--- src/design/isp_pkg.sv ---
// constants and carriers of the i2c serial port control block
// assumes one 250 MHz clock and a byte-wide register port
package isp_pkg;
  // register indices on the local port
  localparam logic [2:0] OFS_STAT = 3'h0;
  localparam logic [2:0] OFS_CON1 = 3'h1;
  localparam logic [2:0] OFS_CON2 = 3'h2;
  localparam logic [2:0] OFS_ADDR = 3'h3;
  localparam logic [2:0] OFS_BUF  = 3'h4;
  localparam logic [2:0] OFS_IRQ  = 3'h5;
  // status bit positions
  localparam int B_BF = 0;
  localparam int B_UA = 1;
  // control one bit positions
  localparam int B_WRITE_COLLISION_FLAG = 7;
  localparam int B_OV   = 6;
  localparam int B_EN   = 5;
  localparam int B_CKP  = 4;
  // control two bit positions
  localparam int B_GENERAL_CALL_ENABLE = 7;
  localparam int B_AST  = 6;
  localparam int B_ADT  = 5;
  localparam int B_SEN  = 0;
  // reset value of all control registers
  localparam logic [7:0] CON_RST = 8'h00;
  // mode codes
  localparam logic [3:0] MODE_S10I = 4'hf;
  localparam logic [3:0] MODE_S7I  = 4'he;
  localparam logic [3:0] MODE_FWM  = 4'hb;
  localparam logic [3:0] MODE_MST  = 4'h8;
  localparam logic [3:0] MODE_S10  = 4'h7;
  localparam logic [3:0] MODE_S7   = 4'h6;
  // first five bits of a ten-bit high address byte
  localparam logic [4:0] HI10 = 5'h1e;
  // quarter and bit counts
  localparam logic [1:0] Q_LAST  = 2'h3;
  localparam logic [1:0] Q_SAMP  = 2'h2;
  localparam logic [3:0] BIT_ACK = 4'h8;
  localparam logic [3:0] BIT_END = 4'h9;
  localparam logic [3:0] BIT_RX7 = 4'h7;

  typedef struct packed {
    logic       wr;
    logic       rd;
    logic [2:0] addr;
    logic [7:0] wdata;
  } isp_bus_type;

  typedef enum {
    M_IDLE, M_START, M_RSTART, M_STOP, M_TX, M_RX, M_ACK
  } isp_mst_type;
endpackage

--- src/design/isp_ctrl.sv ---
// i2c master and slave control of the serial port, with registers
// assumes pin inputs synchronous to clock_i and external pull-ups
//
// How it works
// - ten-bit slave flags address rewrite needed
// - received byte sets buffer full; read clears
// - transmit keeps buffer full during data bits
// - master buffer write while busy flags collision
// - slave buffer write mid-send flags collision
// - byte onto full buffer sets overflow
// - enable bit hands pins to the port
// - slave holds clock low while release clear
// - modes 1111/0111 are ten-bit slave
// - modes 1110/0110 are seven-bit slave
// - 1000 master, 1011 firmware master
// - clock rate is osc over 4(n+1)
// - general call answered only when enabled
// - master transmit records slave acknowledge
// - acknowledge value sent in acknowledge sequence
// - acknowledge request runs sequence, self clears
// - receive enable starts master receive
// - stop, restart, start generated, self clear
// - stretch enable adds receive clock stretching
// - requests ignored in master mode unless module idle
// - slave match acks, loads buffer, flags
// - full or overflow withholds ack, keeps buffer
// - address register: slave address or reload
// - idle means no transmit, no request
//
// The strobed register port and the address map were chosen for this implementation.
`timescale 1ns/1ps
module isp_ctrl
  import isp_pkg::*;
#(
  parameter int DIV_W = 7
) (
  input  wire logic        clock_i,
  input  wire logic        rst_n_i,
  input  wire isp_bus_type bus_i,
  output logic [7:0]       rdata_o,
  input  wire logic        scl_i,
  output logic             scl_o,
  output logic             scl_oe_o,
  input  wire logic        sda_i,
  output logic             sda_o,
  output logic             sda_oe_o,
  output logic             port_active_o,
  output logic             serial_irq_o
);
  generate
    if (DIV_W < 1 || DIV_W > 8) begin : g_chk
      $error("DIV_W must be 1 to 8");
    end
  endgenerate

  logic [7:0] con1_reg, con2_reg, addr_reg, buf_reg, shift_reg, rdata_reg;
  logic [1:0] shi_reg;
  logic       bf_reg, ua_reg, da_reg, rw_reg, p_reg, s_reg, irq_reg;
  isp_mst_type m_st_reg;
  logic [1:0] q_reg;
  logic [3:0] mb_reg, sb_reg;
  logic [DIV_W-1:0] div_reg;
  logic       m_scl_reg, m_sda_reg;
  logic       scl_q_reg, sda_q_reg, s_on_reg, s_adr_reg, s_hi_reg;
  logic       s_tx_reg, s_ack_reg, s_sda_reg, s_hit_reg;

  // register strobes
  logic wr_c1, wr_c2, wr_ad, wr_bf, rd_bf, wr_iq;
  assign wr_c1 = bus_i.wr && bus_i.addr == OFS_CON1;
  assign wr_c2 = bus_i.wr && bus_i.addr == OFS_CON2;
  assign wr_ad = bus_i.wr && bus_i.addr == OFS_ADDR;
  assign wr_bf = bus_i.wr && bus_i.addr == OFS_BUF;
  assign rd_bf = bus_i.rd && bus_i.addr == OFS_BUF;
  assign wr_iq = bus_i.wr && bus_i.addr == OFS_IRQ;

  // mode decode
  logic [3:0] mode;
  logic en, is_mst, is_slv, ten, se_irq, clock_release, ov;
  assign mode   = con1_reg[3:0];
  assign en     = con1_reg[B_EN];
  assign clock_release    = con1_reg[B_CKP];
  assign ov     = con1_reg[B_OV];
  assign is_mst = en && mode == MODE_MST;
  assign is_slv = en && (mode == MODE_S7 || mode == MODE_S7I ||
                         mode == MODE_S10 || mode == MODE_S10I);
  assign ten    = mode == MODE_S10 || mode == MODE_S10I;
  assign se_irq = mode == MODE_S7I || mode == MODE_S10I;

  // idle: no transmit and no pending request
  logic tx_busy, idle;
  assign tx_busy = m_st_reg == M_TX;
  assign idle    = !(tx_busy || |con2_reg[4:0]);

  // master sequencing terms
  logic tick, m_last, m_fin, m_samp, m_go;
  assign tick   = m_st_reg != M_IDLE && div_reg == '0;
  assign m_last = m_st_reg == M_TX ? mb_reg == BIT_ACK :
                  m_st_reg == M_RX ? mb_reg == BIT_RX7 : 1'b1;
  assign m_fin  = tick && q_reg == Q_LAST && m_last;
  assign m_samp = tick && q_reg == Q_SAMP;
  assign m_go   = wr_bf && is_mst && idle;

  // slave bus events
  logic scl_rise, scl_fall, start_det, stop_det, s_fall8, s_fall9;
  assign scl_rise  = scl_i && !scl_q_reg;
  assign scl_fall  = !scl_i && scl_q_reg;
  assign start_det = scl_i && scl_q_reg && sda_q_reg && !sda_i;
  assign stop_det  = scl_i && scl_q_reg && !sda_q_reg && sda_i;
  assign s_fall8   = is_slv && scl_fall && sb_reg == BIT_ACK;
  assign s_fall9   = is_slv && scl_fall && sb_reg == BIT_END;

  // byte decision at the eighth falling clock
  logic m7, gc, hit, ok;
  assign m7 = shift_reg[7:1] == addr_reg[7:1];
  assign gc = con2_reg[B_GENERAL_CALL_ENABLE] && shift_reg == 8'h00 && !ten;
  always_comb begin
    if (!s_adr_reg)
      hit = s_on_reg && !s_tx_reg;
    else if (!ten)
      hit = m7 || gc;
    else if (s_hi_reg)
      hit = shift_reg == addr_reg;
    else
      hit = m7 && shift_reg[7:3] == HI10;
  end
  assign ok = s_fall8 && hit && !bf_reg && !ov;

  // control one: software writes, hardware flags
  always_ff @(posedge clock_i) begin
    if (!rst_n_i) begin
      con1_reg <= CON_RST;
    end else begin
      if (wr_c1)
        con1_reg <= bus_i.wdata;
      if (wr_bf && ((is_mst && !idle) || (is_slv && s_tx_reg && bf_reg)))
        con1_reg[B_WRITE_COLLISION_FLAG] <= 1'b1;
      if ((s_fall8 && hit && bf_reg) || (m_fin && m_st_reg == M_RX && bf_reg))
        con1_reg[B_OV] <= 1'b1;
      if (s_fall9 && s_tx_reg && !bf_reg)
        con1_reg[B_CKP] <= 1'b0;
      if (s_fall9 && !s_tx_reg && con2_reg[B_SEN] && bf_reg)
        con1_reg[B_CKP] <= 1'b0;
    end
  end

  // control two: requests accepted in master mode only while idle
  always_ff @(posedge clock_i) begin
    if (!rst_n_i) begin
      con2_reg <= CON_RST;
    end else begin
      if (wr_c2) begin
        con2_reg[7] <= bus_i.wdata[7];
        con2_reg[5] <= bus_i.wdata[5];
        if (!is_mst || idle)
          con2_reg[4:0] <= bus_i.wdata[4:0];
      end
      if (m_samp && m_st_reg == M_TX && mb_reg == BIT_ACK)
        con2_reg[B_AST] <= sda_i;
      if (m_fin) begin
        case (m_st_reg)
          M_START:  con2_reg[0] <= 1'b0;
          M_RSTART: con2_reg[1] <= 1'b0;
          M_STOP:   con2_reg[2] <= 1'b0;
          M_RX:     con2_reg[3] <= 1'b0;
          M_ACK:    con2_reg[4] <= 1'b0;
          default:  ;
        endcase
      end
    end
  end

  // address register and its update flag
  always_ff @(posedge clock_i) begin
    if (!rst_n_i) begin
      addr_reg <= CON_RST;
      ua_reg   <= 1'b0;
    end else begin
      if (wr_ad)
        addr_reg <= bus_i.wdata;
      if (wr_ad)
        ua_reg <= 1'b0;
      if (s_fall8 && ten && s_adr_reg && hit && !shift_reg[0])
        ua_reg <= 1'b1;
    end
  end

  // data buffer and buffer full flag
  always_ff @(posedge clock_i) begin
    if (!rst_n_i) begin
      buf_reg <= CON_RST;
      bf_reg  <= 1'b0;
    end else begin
      if (rd_bf)
        bf_reg <= 1'b0;
      if (m_fin && m_st_reg == M_RX && !bf_reg && !ov)
        buf_reg <= shift_reg;
      if (m_fin && m_st_reg == M_RX && !bf_reg && !ov)
        bf_reg <= 1'b1;
      if (ok)
        buf_reg <= shift_reg;
      if (ok)
        bf_reg <= 1'b1;
      if (tick && q_reg == Q_LAST && tx_busy && mb_reg == BIT_RX7)
        bf_reg <= 1'b0;
      if (s_fall8 && s_tx_reg && !s_adr_reg)
        bf_reg <= 1'b0;
      if (m_go || (wr_bf && is_slv && !(s_tx_reg && bf_reg))) begin
        buf_reg <= bus_i.wdata;
        bf_reg  <= 1'b1;
      end
    end
  end

  // shift register: master and slave bit movement
  always_ff @(posedge clock_i) begin
    if (!rst_n_i) begin
      shift_reg <= CON_RST;
    end else if (m_go || (wr_bf && is_slv && !(s_tx_reg && bf_reg))) begin
      shift_reg <= bus_i.wdata;
    end else if (m_samp && m_st_reg == M_RX) begin
      shift_reg <= {shift_reg[6:0], sda_i};
    end else if (tick && q_reg == Q_LAST && tx_busy && mb_reg < BIT_ACK) begin
      shift_reg <= {shift_reg[6:0], 1'b0};
    end else if (is_slv && scl_rise && sb_reg < BIT_ACK && !s_tx_reg) begin
      shift_reg <= {shift_reg[6:0], sda_i};
    end else if (is_slv && scl_fall && s_tx_reg && sb_reg < BIT_ACK) begin
      shift_reg <= {shift_reg[6:0], 1'b0};
    end
  end

  // master sequencer and quarter-period divider
  always_ff @(posedge clock_i) begin
    if (!rst_n_i) begin
      m_st_reg <= M_IDLE;
      q_reg    <= 2'h0;
      mb_reg   <= 4'h0;
      div_reg  <= '0;
    end else if (!is_mst) begin
      m_st_reg <= M_IDLE;
    end else if (m_st_reg == M_IDLE) begin
      q_reg   <= 2'h0;
      mb_reg  <= 4'h0;
      div_reg <= addr_reg[DIV_W-1:0];
      if (con2_reg[0])
        m_st_reg <= M_START;
      else if (con2_reg[1])
        m_st_reg <= M_RSTART;
      else if (con2_reg[2])
        m_st_reg <= M_STOP;
      else if (con2_reg[3])
        m_st_reg <= M_RX;
      else if (con2_reg[4])
        m_st_reg <= M_ACK;
      else if (m_go)
        m_st_reg <= M_TX;
    end else if (tick) begin
      div_reg <= addr_reg[DIV_W-1:0];
      q_reg   <= q_reg + 2'h1;
      if (q_reg == Q_LAST)
        mb_reg <= mb_reg + 4'h1;
      if (m_fin)
        m_st_reg <= M_IDLE;
    end else begin
      div_reg <= div_reg - 1'b1;
    end
  end

  // master pin drive, updated once per quarter
  always_ff @(posedge clock_i) begin
    if (!rst_n_i) begin
      m_scl_reg <= 1'b0;
      m_sda_reg <= 1'b0;
    end else if (!is_mst) begin
      m_scl_reg <= 1'b0;
      m_sda_reg <= 1'b0;
    end else if (tick) begin
      case (m_st_reg)
        M_START: begin
          m_sda_reg <= q_reg >= 2'h1;
          m_scl_reg <= q_reg >= 2'h2;
        end
        M_RSTART: begin
          m_scl_reg <= q_reg == 2'h0 || q_reg == Q_LAST;
          m_sda_reg <= q_reg >= 2'h2;
        end
        M_STOP: begin
          m_scl_reg <= q_reg == 2'h0;
          m_sda_reg <= q_reg <= 2'h1;
        end
        M_TX: begin
          m_scl_reg <= q_reg == 2'h0 || q_reg == Q_LAST;
          m_sda_reg <= mb_reg < BIT_ACK && !shift_reg[7];
        end
        M_RX: begin
          m_scl_reg <= q_reg == 2'h0 || q_reg == Q_LAST;
          m_sda_reg <= 1'b0;
        end
        M_ACK: begin
          m_scl_reg <= q_reg == 2'h0 || q_reg == Q_LAST;
          m_sda_reg <= !con2_reg[B_ADT];
        end
        default: begin
          m_scl_reg <= m_scl_reg;
          m_sda_reg <= m_sda_reg;
        end
      endcase
    end
  end

  // slave byte tracking
  always_ff @(posedge clock_i) begin
    if (!rst_n_i) begin
      scl_q_reg <= 1'b1;
      sda_q_reg <= 1'b1;
      sb_reg    <= 4'h0;
      s_on_reg  <= 1'b0;
      s_adr_reg <= 1'b0;
      s_hi_reg  <= 1'b0;
      s_tx_reg  <= 1'b0;
      s_ack_reg <= 1'b0;
      s_hit_reg <= 1'b0;
    end else begin
      scl_q_reg <= scl_i;
      sda_q_reg <= sda_i;
      if (!is_slv || stop_det) begin
        sb_reg    <= 4'h0;
        s_on_reg  <= 1'b0;
        s_adr_reg <= 1'b0;
        s_hi_reg  <= 1'b0;
        s_tx_reg  <= 1'b0;
        s_ack_reg <= 1'b0;
      end else if (start_det) begin
        sb_reg    <= 4'h0;
        s_adr_reg <= 1'b1;
        s_tx_reg  <= 1'b0;
      end else if (scl_rise && sb_reg < BIT_END) begin
        sb_reg <= sb_reg + 4'h1;
        if (sb_reg == BIT_ACK && s_tx_reg && sda_i) begin
          s_on_reg <= 1'b0; // master refused: back to listening
          s_tx_reg <= 1'b0;
        end
      end else if (s_fall8) begin
        s_ack_reg <= ok;
        s_hit_reg <= hit;
        if (hit && s_adr_reg) begin
          s_on_reg <= 1'b1;
          s_tx_reg <= shift_reg[0] && !gc;
          if (ten && !s_hi_reg && !shift_reg[0])
            s_hi_reg <= 1'b1;
          else
            s_adr_reg <= 1'b0;
          if (ten && s_hi_reg)
            s_hi_reg <= 1'b0;
        end
      end else if (s_fall9) begin
        sb_reg    <= 4'h0;
        s_ack_reg <= 1'b0;
        s_hit_reg <= 1'b0;
      end
    end
  end

  // slave status bits and irq flag
  always_ff @(posedge clock_i) begin
    if (!rst_n_i) begin
      da_reg  <= 1'b0;
      rw_reg  <= 1'b0;
      p_reg   <= 1'b0;
      s_reg   <= 1'b0;
      irq_reg <= 1'b0;
      shi_reg <= 2'h0;
    end else begin
      if (bus_i.wr && bus_i.addr == OFS_STAT)
        shi_reg <= bus_i.wdata[7:6];
      if (!en) begin
        p_reg <= 1'b0;
        s_reg <= 1'b0;
      end else if (start_det || stop_det) begin
        p_reg <= stop_det;
        s_reg <= start_det;
      end
      if (s_fall8 && hit)
        da_reg <= !s_adr_reg;
      if (s_fall8 && hit && s_adr_reg)
        rw_reg <= shift_reg[0];
      if (wr_iq && bus_i.wdata[0])
        irq_reg <= 1'b0;
      if ((s_fall9 && s_hit_reg) || m_fin ||
          (is_slv && se_irq && (start_det || stop_det)))
        irq_reg <= 1'b1;
    end
  end

  // slave data drive on sda
  always_ff @(posedge clock_i) begin
    if (!rst_n_i)
      s_sda_reg <= 1'b0;
    else
      s_sda_reg <= is_slv && (s_ack_reg ||
                   (s_tx_reg && s_on_reg && sb_reg < BIT_ACK && !shift_reg[7]));
  end

  // register read, data the cycle after the strobe
  always_ff @(posedge clock_i) begin
    if (!rst_n_i || !bus_i.rd) begin
      rdata_reg <= 8'h00;
    end else begin
      case (bus_i.addr)
        OFS_STAT: rdata_reg <= {shi_reg, da_reg, p_reg, s_reg,
                                is_mst ? tx_busy : rw_reg, ua_reg, bf_reg};
        OFS_CON1: rdata_reg <= con1_reg;
        OFS_CON2: rdata_reg <= con2_reg;
        OFS_ADDR: rdata_reg <= addr_reg;
        OFS_BUF:  rdata_reg <= buf_reg;
        OFS_IRQ:  rdata_reg <= {7'h00, irq_reg};
        default:  rdata_reg <= 8'h00;
      endcase
    end
  end

  // open-drain pins: only ever pulled low
  assign scl_o         = 1'b0;
  assign sda_o         = 1'b0;
  assign scl_oe_o      = en && (is_mst ? m_scl_reg :
                         is_slv && (!clock_release || (ten && ua_reg)));
  assign sda_oe_o      = en && (is_mst ? m_sda_reg : s_sda_reg);
  assign port_active_o = en;
  assign serial_irq_o  = irq_reg;
  assign rdata_o       = rdata_reg;
endmodule

--- config.mk ---
export PLATFORM = sky130hd
export DESIGN_NAME = isp_ctrl
export DESIGN_NICKNAME = d
export VERILOG_FILES = /design/src/design/isp_pkg.sv /design/src/design/isp_ctrl.sv
export SDC_FILE = /design/constraint.sdc
export NUM_CORES = 1
export LEC_CHECK = 0
export BUFFER_PORTS_ARGS = -buffer_cell sky130_fd_sc_hd__buf_4
export CAP_MARGIN = 20
export CORE_MARGIN = 2
export CORE_UTILIZATION = 55
export DETAILED_ROUTE_END_ITERATION = 6
export GPL_TIMING_DRIVEN = 0
export PLACE_DENSITY = 0.73
export SETUP_SLACK_MARGIN = 0.3
export SYNTH_ARGS = -nofsm -noshare
export SYNTH_HDL_FRONTEND = slang
export SYNTH_SLANG_ARGS = --single-unit
--- constraint.sdc ---
create_clock -name clock_i -period 3.23 [get_ports clock_i]
set_input_delay 0.646 -clock clock_i [delete_from_list [all_inputs] [get_ports clock_i]]
set_output_delay 0.646 -clock clock_i [all_outputs]
set_load 0.03 [all_outputs]
==> results of run 1 <==
[metal layers]
| layer | GRT usage | vias to the layer above | part of all wire |
|---|---|---|---|
| li1 | - | 2162 | - |
| met1 | 0.407 | 2111 | 0.43 |
| met2 | 0.448 | 238 | 0.44 |
| met3 | 0.0411 | 44 | 0.090 |
| met4 | 0.143 | 0 | 0.037 |
| met5 | 0 | - | 0 |
[synthesized netlist by cell type (3+ instances only)]
library cell	count	share of area
buf_2	5	0.0050
xnor2_1	7	0.012
nand3b_1	5	0.0076
nand2_1	60	0.045
a31oi_1	6	0.0076
o221a_1	9	0.020
mux2i_1	25	0.050
o21a_1	11	0.017
dfxtp_1	88	0.35
xor2_1	3	0.0053
nor3_1	14	0.014
nor2_1	39	0.029
o21ai_0	19	0.019
inv_1	20	0.015
ha_1	11	0.028
o311a_1	3	0.0060
a22oi_1	4	0.0060
nand4b_1	3	0.0053
nand4_1	6	0.0076
a21oi_1	29	0.029
o211ai_1	4	0.0060
nor3b_1	6	0.0091
buf_1	4	0.0030
a21boi_1	17	0.026
nand2b_1	11	0.014
and3_1	7	0.0088
o21ai_1	15	0.015
mux4_2	3	0.014
a21boi_0	11	0.017
nor2b_1	16	0.020
clkbuf_1	22	0.017
nand3_1	28	0.028
and2_1	5	0.0063
mux2_1	4	0.0091
[kinds of logic (layout without fill, tap and decap cells)]
logic type,Yosys count,in the layout
simple gates,223,223
compound gates,155,155
flops,88,88
buf+inv,55,95
mux,34,34
fa+ha+maj,11,11
xor+xnor,10,10
other cells,1,2
[worst max-delay path, delay by kind of cell (launching register included)]
kind / cells / cell delay [ps]
flops: 1 / 470
buf+inv: 3 / 860
simple gates: 4 / 420
[cell type report]
cell class,count,area [um^2],share of cell area
Buffer,35,161,0.0293
Clock buffer,10,138,0.0250
Clock inverter,5,81.3,0.0148
Inverter,20,75.1,0.0136
Multi-Input combinational cell,435,2970,0.539
Sequential cell,88,1760,0.320
Tap cell,108,135,0.0245
Timing Repair Buffer,25,188,0.0341
[path summary, 6_finish.rpt]
kind | startpoint | to | slack (ps) | cells past startpoint
worst min-delay path | s_ack_reg | s_ack_reg | 460 | 2
worst min register to register | s_ack_reg | s_ack_reg | 460 | 2
worst max-delay path | con1_reg[1] | sda_oe_o | 460 | 7
worst max register to register | div_reg[0] | buf_reg[2] | 860 | 8
[cell usage in the layout (no fill, tap or decap), types with 16 or more instances in the layout]
cell type	n
nor2b_1	16
dfxtp_1	88
o21ai_0	19
clkbuf_1	22
a21boi_1	17
inv_1	20
mux2i_1	25
nand2_1	60
nor2_1	39
nand3_1	28
a21oi_1	29
buf_4	27
[where the power goes]
part           internal, mW  switching [mW]
Combinational        0.0579          0.0864
Sequential             1.09          0.0125
Clock                 0.453           0.414
[repair_timing]
item / CTS / global route
setup endpoints to repair: 1 / 0
hold endpoints to repair: 0 / 0
resized for setup: 1 / 0
hold buffers: 0 / 0
[per-stage QoR]
| step | std cells | utilization | worst slack [ps] | cell area, um^2 | total power, mW |
|---|---|---|---|---|---|
| floorplan | 578 | - | 1060 | 4970 | 1.22 |
| global placement | 711 | 0.607 | 674 | 5290 | 1.27 |
| detailed placement | 711 | 0.607 | 654 | 5290 | 1.27 |
| CTS | 726 | 0.632 | 478 | 5510 | 2.11 |
| global route | 726 | 0.632 | 348 | 5510 | 2.17 |
| finish | 726 | 0.632 | 460 | 5510 | 2.12 |
==> flow_summary.yaml, run 1 <==
run_status:
  outcome: "finished clean"
timing:
  rsz0062_at_grt: "no"
  setup_tns_ps: 0
  slew_viol_final: 0
  fin_skew_ps: 12.5
  fin_crit_sh: 0.858
  slew_headroom: 0.470
  tightest_slew_ps: 792
  period_needed_ps: 2770
  setup-violations-final: 0
  fmax_mhz: 361
  finalHoldViolCount: 0
  holdWs_ps: 463
global_route:
  grt_max_degree: 15
  antenna_found_initial: 0
  grt_pass1_wl_um: 22300
  grt-ovfl-total: 0
  grtUsageTotal: 0.293
  grt_pass1_vias: 4192
logic_synthesis:
  synth_edf_count: 0
  synth-xor-area-share: 0.0176
  async_flop_share: 0
  synth_top_family_by_area: "simple AND/OR/NAND/NOR gates"
  synthFlopType: "dfxtp_1"
  muxShareOfSynthArea: 0.0806
  ys_seq_area_frac: 0.355
  synth_seq_cells: 88
  synth_fa_ha_area_frac: 0.0277
  yosysWarnings: 0
  ys_types: 77
  synth-compound-area-share: 0.227
  synthSimpleGateAreaFrac: 0.244
  syn_area_per_cell_um2: 8.60
  syn_inst: 577
  synth_area_um2: 4960
setup_path:
  cp-start-kind: "flip-flop"
  path_max_fanout: 10
  cpMaxStageDelayCell: "dfxtp_1"
  required_ps: 2580
  worstPathCellList: "nor3_1 > nand3_1 > clkbuf_1 > buf_2 > nand3_1 > nand2_1 > buf_4"
  setup.worst_path.class: "flip-flop to primary output"
  end_kind: "primary output"
  critPathMostFrequentCell: "nand3_1"
  crit_arrival_ps: 2120
  slowest_delay_ps: 470
finish:
  antenna_cells: 0
  nFillCells: 784
  nNetsFinal: 642
  drive_gt1_frac: 0.120
  syn2layout_area_growth_pct: 11.0
cts:
  postCtsSetupRepairBufs: 0
  cts_buffer_depth: 2
  ctsRootBufferMaster: "clkbuf_8"
  cts.sink_count: 88
  clk_pin_slew_ps: 90
  h-tree-depth: 3
  cts_inserted_buffers: 9
  clk_latency_ps: 370
  cts_tree: "done"
pwr:
  vdd_drop_max_uv: 243
  power_density_nw_per_um2: 384
  p_leak_nw: 1.97
placed_design:
  place.gp.congestion: 0.971
  portBuffers: 25
  post-dp-hpwl_um: 10600
route:
  wl_per_cell_um: 19.5
  totalWireLength_um: 14100
  antenna_left: 0
  viasPerCell: 6.27
  drc: 0
  drtIter0Drc: 367
  firstDrtPassIters: 5
  num_vias: 4555
hold_path:
  hold_path_class: "flip-flop to flip-flop"
floorplan:
  start_util: 0.569
  core_area_um2: 8720
  pin_count: 31
  dieHeight_um: 99.0
  die_area_um2: 9800
  core.rowCount: 34
  die_w_um: 99.0
job:
  cap_violations: 0
(Power assumes the default switching activity.)
==> run 2, diff against run 1 <==
- CORE_MARGIN: 2 -> 4
- CORE_UTILIZATION: 55 -> 38
- PLACE_DENSITY: 0.73 -> default
==> flow_summary.yaml, run 2 (synthesis gave the netlist of run 1 again) <==
pwr:
  p_comb_frac: 0.063
  clock_power_share: 0.462
  p_int_mw: 1.77
  power_density_nw_per_um2: 411
  p_leak_nw: 2.01
  p_sw_mw: 0.556
  power_frac_seq: 0.475
  vdd_drop_max_uv: 229
  p_sw_frac: 0.239
finish:
  nFillCells: 1290
  drive_gt1_frac: 0.120
  final_cell_mix: "88 x dfxtp_1, 60 x nand2_1, 39 x nor2_1"
  nNetsFinal: 642
  antenna_cells: 0
  finish.utilization: 0.446
  fin_area_um2: 5670
  syn2layout_area_growth_pct: 14.3
  multi_input_area_um2: 2970
  final_common_cell: "dfxtp_1"
  seq_area_um2: 1760
cts:
  clk_latency_ps: 350
  cts_inserted_buffers: 9
  ctsRootBufferMaster: "clkbuf_16"
  clk_pin_slew_ps: 70
  h-tree-depth: 3
  cts.sink_count: 88
  cts_tree: "done"
  cts_buffer_depth: 2
route:
  drc: 0
  totalWireLength_um: 15200
  drtIter0Drc: 409
  viasPerCell: 5.74
  num_vias: 4543
  wl_per_cell_um: 19.2
  antenna_left: 0
  firstDrtPassIters: 5
setup_path:
  r2r_start: "con1_reg[5]"
  cp-start-kind: "flip-flop"
  reg2reg_depth: 6
  setup.worst_path.class: "flip-flop to primary output"
  required_ps: 2580
  end_kind: "primary output"
  path_max_fanout: 10
  crit_arrival_ps: 2040
  startpoint: "con1_reg[1]"
hold_path:
  min_path_cells: 2
  hold_path_class: "flip-flop to flip-flop"
  hold_start: "s_hit_reg"
run_status:
  outcome: "finished clean"
timing:
  setup_ws_ps: 546
  slew_viol_final: 0
  finalHoldViolCount: 0
  fin_skew_ps: 8.37
  setup-violations-final: 0
  slew_headroom: 0.520
  fmax_mhz: 373
  rsz0062_at_grt: "no"
  fin_crit_sh: 0.831
  period_needed_ps: 2680
  setup_tns_ps: 0
  tightest_slew_ps: 718
floorplan:
  pin_count: 31
  dieHeight_um: 122
  die_area_um2: 15000
  start_util: 0.390
  core_area_um2: 12700
  die_w_um: 122
  core.rowCount: 41
placed_design:
  dpl_cell_area_um2: 5370
  post-dp-hpwl_um: 11500
  pre_cts_ws_ps: 690
  place.gp.congestion: 0.983
  portBuffers: 25
job:
  cap_violations: 0
global_route:
  grt_pass1_wl_um: 23500
  grtUsageTotal: 0.206
  grt-ovfl-total: 0
  grt_max_degree: 15
  grt_pass1_vias: 4306
  antenna_found_initial: 0
[run 2: changes by cell type in the layout (fill, tap and decap cells not counted)]
| cell | previous run | this run |
|---|---|---|
| buf_2 | 6 | 5 |
| clkbuf_16 | 0 | 9 |
| clkbuf_2 | 0 | 2 |
| bufinv_16 | 2 | 1 |
| clkbuf_8 | 10 | 1 |
| clkinvlp_4 | 1 | 2 |
| clkinv_2 | 1 | 0 |
| clkbuf_1 | 22 | 23 |
[run 2: power by group through the flow]
stage	clock (mW)	sequential (mW)	combinational (mW)
finish	1.08	1.11	0.147
global route	1.13	1.11	0.157
detailed placement	0	1.13	0.144
floorplan	0	1.13	0.0898
CTS	1.08	1.11	0.145
global placement	0	1.13	0.143
[run 2: repair_timing]
| item | CTS | global route |
|---|---|---|
| setup endpoints to repair | 0 | 1 |
| buffers inserted | 0 | 0 |
| hold endpoints to repair | 0 | 0 |
| resized for setup | 0 | 3 |
| hold buffers | 0 | 0 |
[run 2: layer usage]
| metal | vias to the layer above | GRT usage | share of wire |
|---|---|---|---|
| met5 | - | 0 | 0 |
| met2 | 178 | 0.324 | 0.45 |
| met3 | 34 | 0.0332 | 0.064 |
| met4 | 0 | 0.0840 | 0.033 |
| met1 | 2181 | 0.282 | 0.46 |
| li1 | 2150 | - | - |
[run 2: worst max-delay path: stages (launching register included)]
cell and delay (ps):
dfxtp_1 380, nor3_1 250, and3_1 220, clkbuf_1 450, a22o_1 230, buf_4 160
[run 2: path summary, 6_finish.rpt]
path,endpoint,slack [ps]
max,scl_oe_o,550
min reg2reg,s_hit_reg,460
min,s_hit_reg,460
max reg2reg,buf_reg[1],890
[run 2: stage by stage]
step / cells / total power [mW] / hold WS, ps
after floorplan: 578 / 1.22 / 431
after global placement: 775 / 1.27 / 446
after detailed placement: 775 / 1.27 / 446
after CTS: 791 / 2.33 / 459
after global routing: 791 / 2.39 / 478
final: 791 / 2.33 / 456
[run 2: area by class of cell]
class,instances,area share
sequential,88,0.310
timing repair buffer,25,0.0331
multi-input combinational,435,0.524
clock inverter,4,0.00948
clock buffer,12,0.0434
inverter,20,0.0132
tap,172,0.0379
buffer,35,0.0287
==> run 3, diff against run 2 <==
- clock period: 3.23 -> 2.2 ns (I/O delays scaled with it)
==> flow_summary.yaml, run 3 (synthesis gave the netlist of run 1 again) <==
route:
  firstDrtPassIters: 5
  antenna_left: 0
  drc: 0
  wl_per_cell_um: 19.0
  num_vias: 4742
  drtIter0Drc: 356
  totalWireLength_um: 15800
  viasPerCell: 5.71
hold_path:
  hold_path_class: "input pin to flip-flop"
  min_to: "rdata_o[0]"
  hold_start: "bus_i[11]"
  min_path_cells: 2
floorplan:
  core.rowCount: 41
  die_w_um: 122
  dieHeight_um: 122
  start_util: 0.390
  pin_count: 31
  core_area_um2: 12700
  die_area_um2: 15000
cts:
  clk_latency_ps: 350
  cts.sink_count: 88
  clk_pin_slew_ps: 70
  cts_buffer_depth: 2
  ctsRootBufferMaster: "clkbuf_16"
  cts_tree: "done"
  h-tree-depth: 3
  cts_inserted_buffers: 9
setup_path:
  worstPathCellList: "inv_4 > ha_4 > nand3b_1 > nor4b_4 > o211a_1 > and2_4 > buf_6 > o311ai_4 > o221a_1"
  cpMaxStageDelayCell: "dfxtp_4"
  slowest_delay_ps: 350
  path_max_fanout: 8
  setup.worst_path.class: "flip-flop to flip-flop"
  r2r-end: "buf_reg[4]"
  cp-start-kind: "flip-flop"
  required_ps: 2440
  rrSetupSlack_ps: 120
  end_kind: "flip-flop"
  r2r_start: "sb_reg[0]"
  cp_num_buf_inv: 2
  crit_arrival_ps: 2320
  startpoint: "sb_reg[0]"
  crit_family: "compound AO/OA/AOI/OAI gates"
  reg2reg_depth: 9
pwr:
  vdd_drop_max_uv: 334
  clock_power_share: 0.493
  p_sw_mw: 0.813
  power_mw: 3.65
  p_sw_frac: 0.223
  power_frac_seq: 0.444
  power_density_nw_per_um2: 572
  p_comb_frac: 0.062
  p_leak_nw: 2.32
  p_int_mw: 2.83
global_route:
  grt_max_degree: 15
  grt-ovfl-total: 0
  antenna_found_initial: 0
  grt_pass1_wl_um: 24900
  grt_pass1_vias: 4645
  grtUsageTotal: 0.218
timing:
  fin_skew_ps: 10.8
  setup-violations-final: 0
  rsz0062_at_grt: "yes"
  period_needed_ps: 2080
  holdWs_ps: 377
  finalHoldViolCount: 0
  setup_ws_ps: 121
  slew_viol_final: 0
  tightest_slew_ps: 748
  fin_crit_sh: 0.945
  slew_headroom: 0.499
  fmax_mhz: 481
placed_design:
  post-dp-hpwl_um: 11200
  place.gp.congestion: 0.921
  numPlacedInstances: 775
  pre_cts_ws_ps: -174
  portBuffers: 25
finish:
  nNetsFinal: 682
  finish.utilization: 0.501
  drive_gt1_frac: 0.263
  nFillCells: 1231
  syn2layout_area_growth_pct: 28.4
  antenna_cells: 0
  fin_cells: 831
  final_cell_mix: "78 x dfxtp_1, 61 x buf_4, 54 x nand2_1"
  final_common_cell: "dfxtp_1"
job:
  cap_violations: 0
run_status:
  outcome: "finished clean"
## run 3: how the worst max path moves through the flow
stage	slack, ps	cells past startpoint	endpoint
after global placement	-170	7	buf_reg[6]
after CTS	110	7	buf_reg[6]
after floorplan	240	6	con2_reg[0]
final	120	9	buf_reg[4]
after detailed placement	-170	7	buf_reg[1]
after global routing	40	9	buf_reg[6]
## run 3: per-stage QoR
stage / setup TNS, ps / cell area (um^2)
after floorplan: 0 / 4980
after global placement: -2070 / 5380
after detailed placement: -2170 / 5380
after CTS: 0 / 6170
after global routing: 0 / 6380
final: 0 / 6380
## run 3: cell type report
class / count / area [um^2] / area share
clock inverter: 5 / 104 / 0.0163
buffer: 35 / 221 / 0.0347
multi-input combinational: 435 / 3220 / 0.505
clock buffer: 11 / 243 / 0.0381
inverter: 20 / 77.6 / 0.0122
timing repair buffer: 65 / 510 / 0.0801
tap: 172 / 215 / 0.0338
sequential: 88 / 1790 / 0.280
## run 3: layer usage
| layer | global-route usage | vias to the layer above | wire, um |
|---|---|---|---|
| met2 | 0.351 | 171 | 7500 |
| met1 | 0.276 | 2293 | 6650 |
| li1 | - | 2240 | - |
| met5 | 0 | - | 0 |
| met4 | 0.0980 | 0 | 552 |
| met3 | 0.0562 | 38 | 1080 |
## run 3: worst reg2reg max path: stages, from the launching register on
cell and delay [ps]:
dfxtp_4 350, inv_4 60, ha_4 130, nand3b_1 140, nor4b_4 340, o211a_1 280, and2_4 160, buf_6 90
o311ai_4 140, o221a_1 270
## run 3: power by group through the flow
stage	Combinational (mW)	Clock (mW)	Sequential (mW)
6_report	0.227	1.80	1.62
5_1_grt	0.244	1.90	1.62
4_1_cts	0.217	1.83	1.62
3_5_place_dp	0.210	0	1.66
3_3_place_gp	0.210	0	1.66
2_1_floorplan	0.132	0	1.65
## run 3: repair_timing
| item | in CTS | in global routing |
|---|---|---|
| setup endpoints to repair | 50 | 61 |
| setup buffers | 30 | 10 |
| pin swaps | 32 | 29 |
| resized for setup | 60 | 38 |
| hold buffers | 0 | 0 |
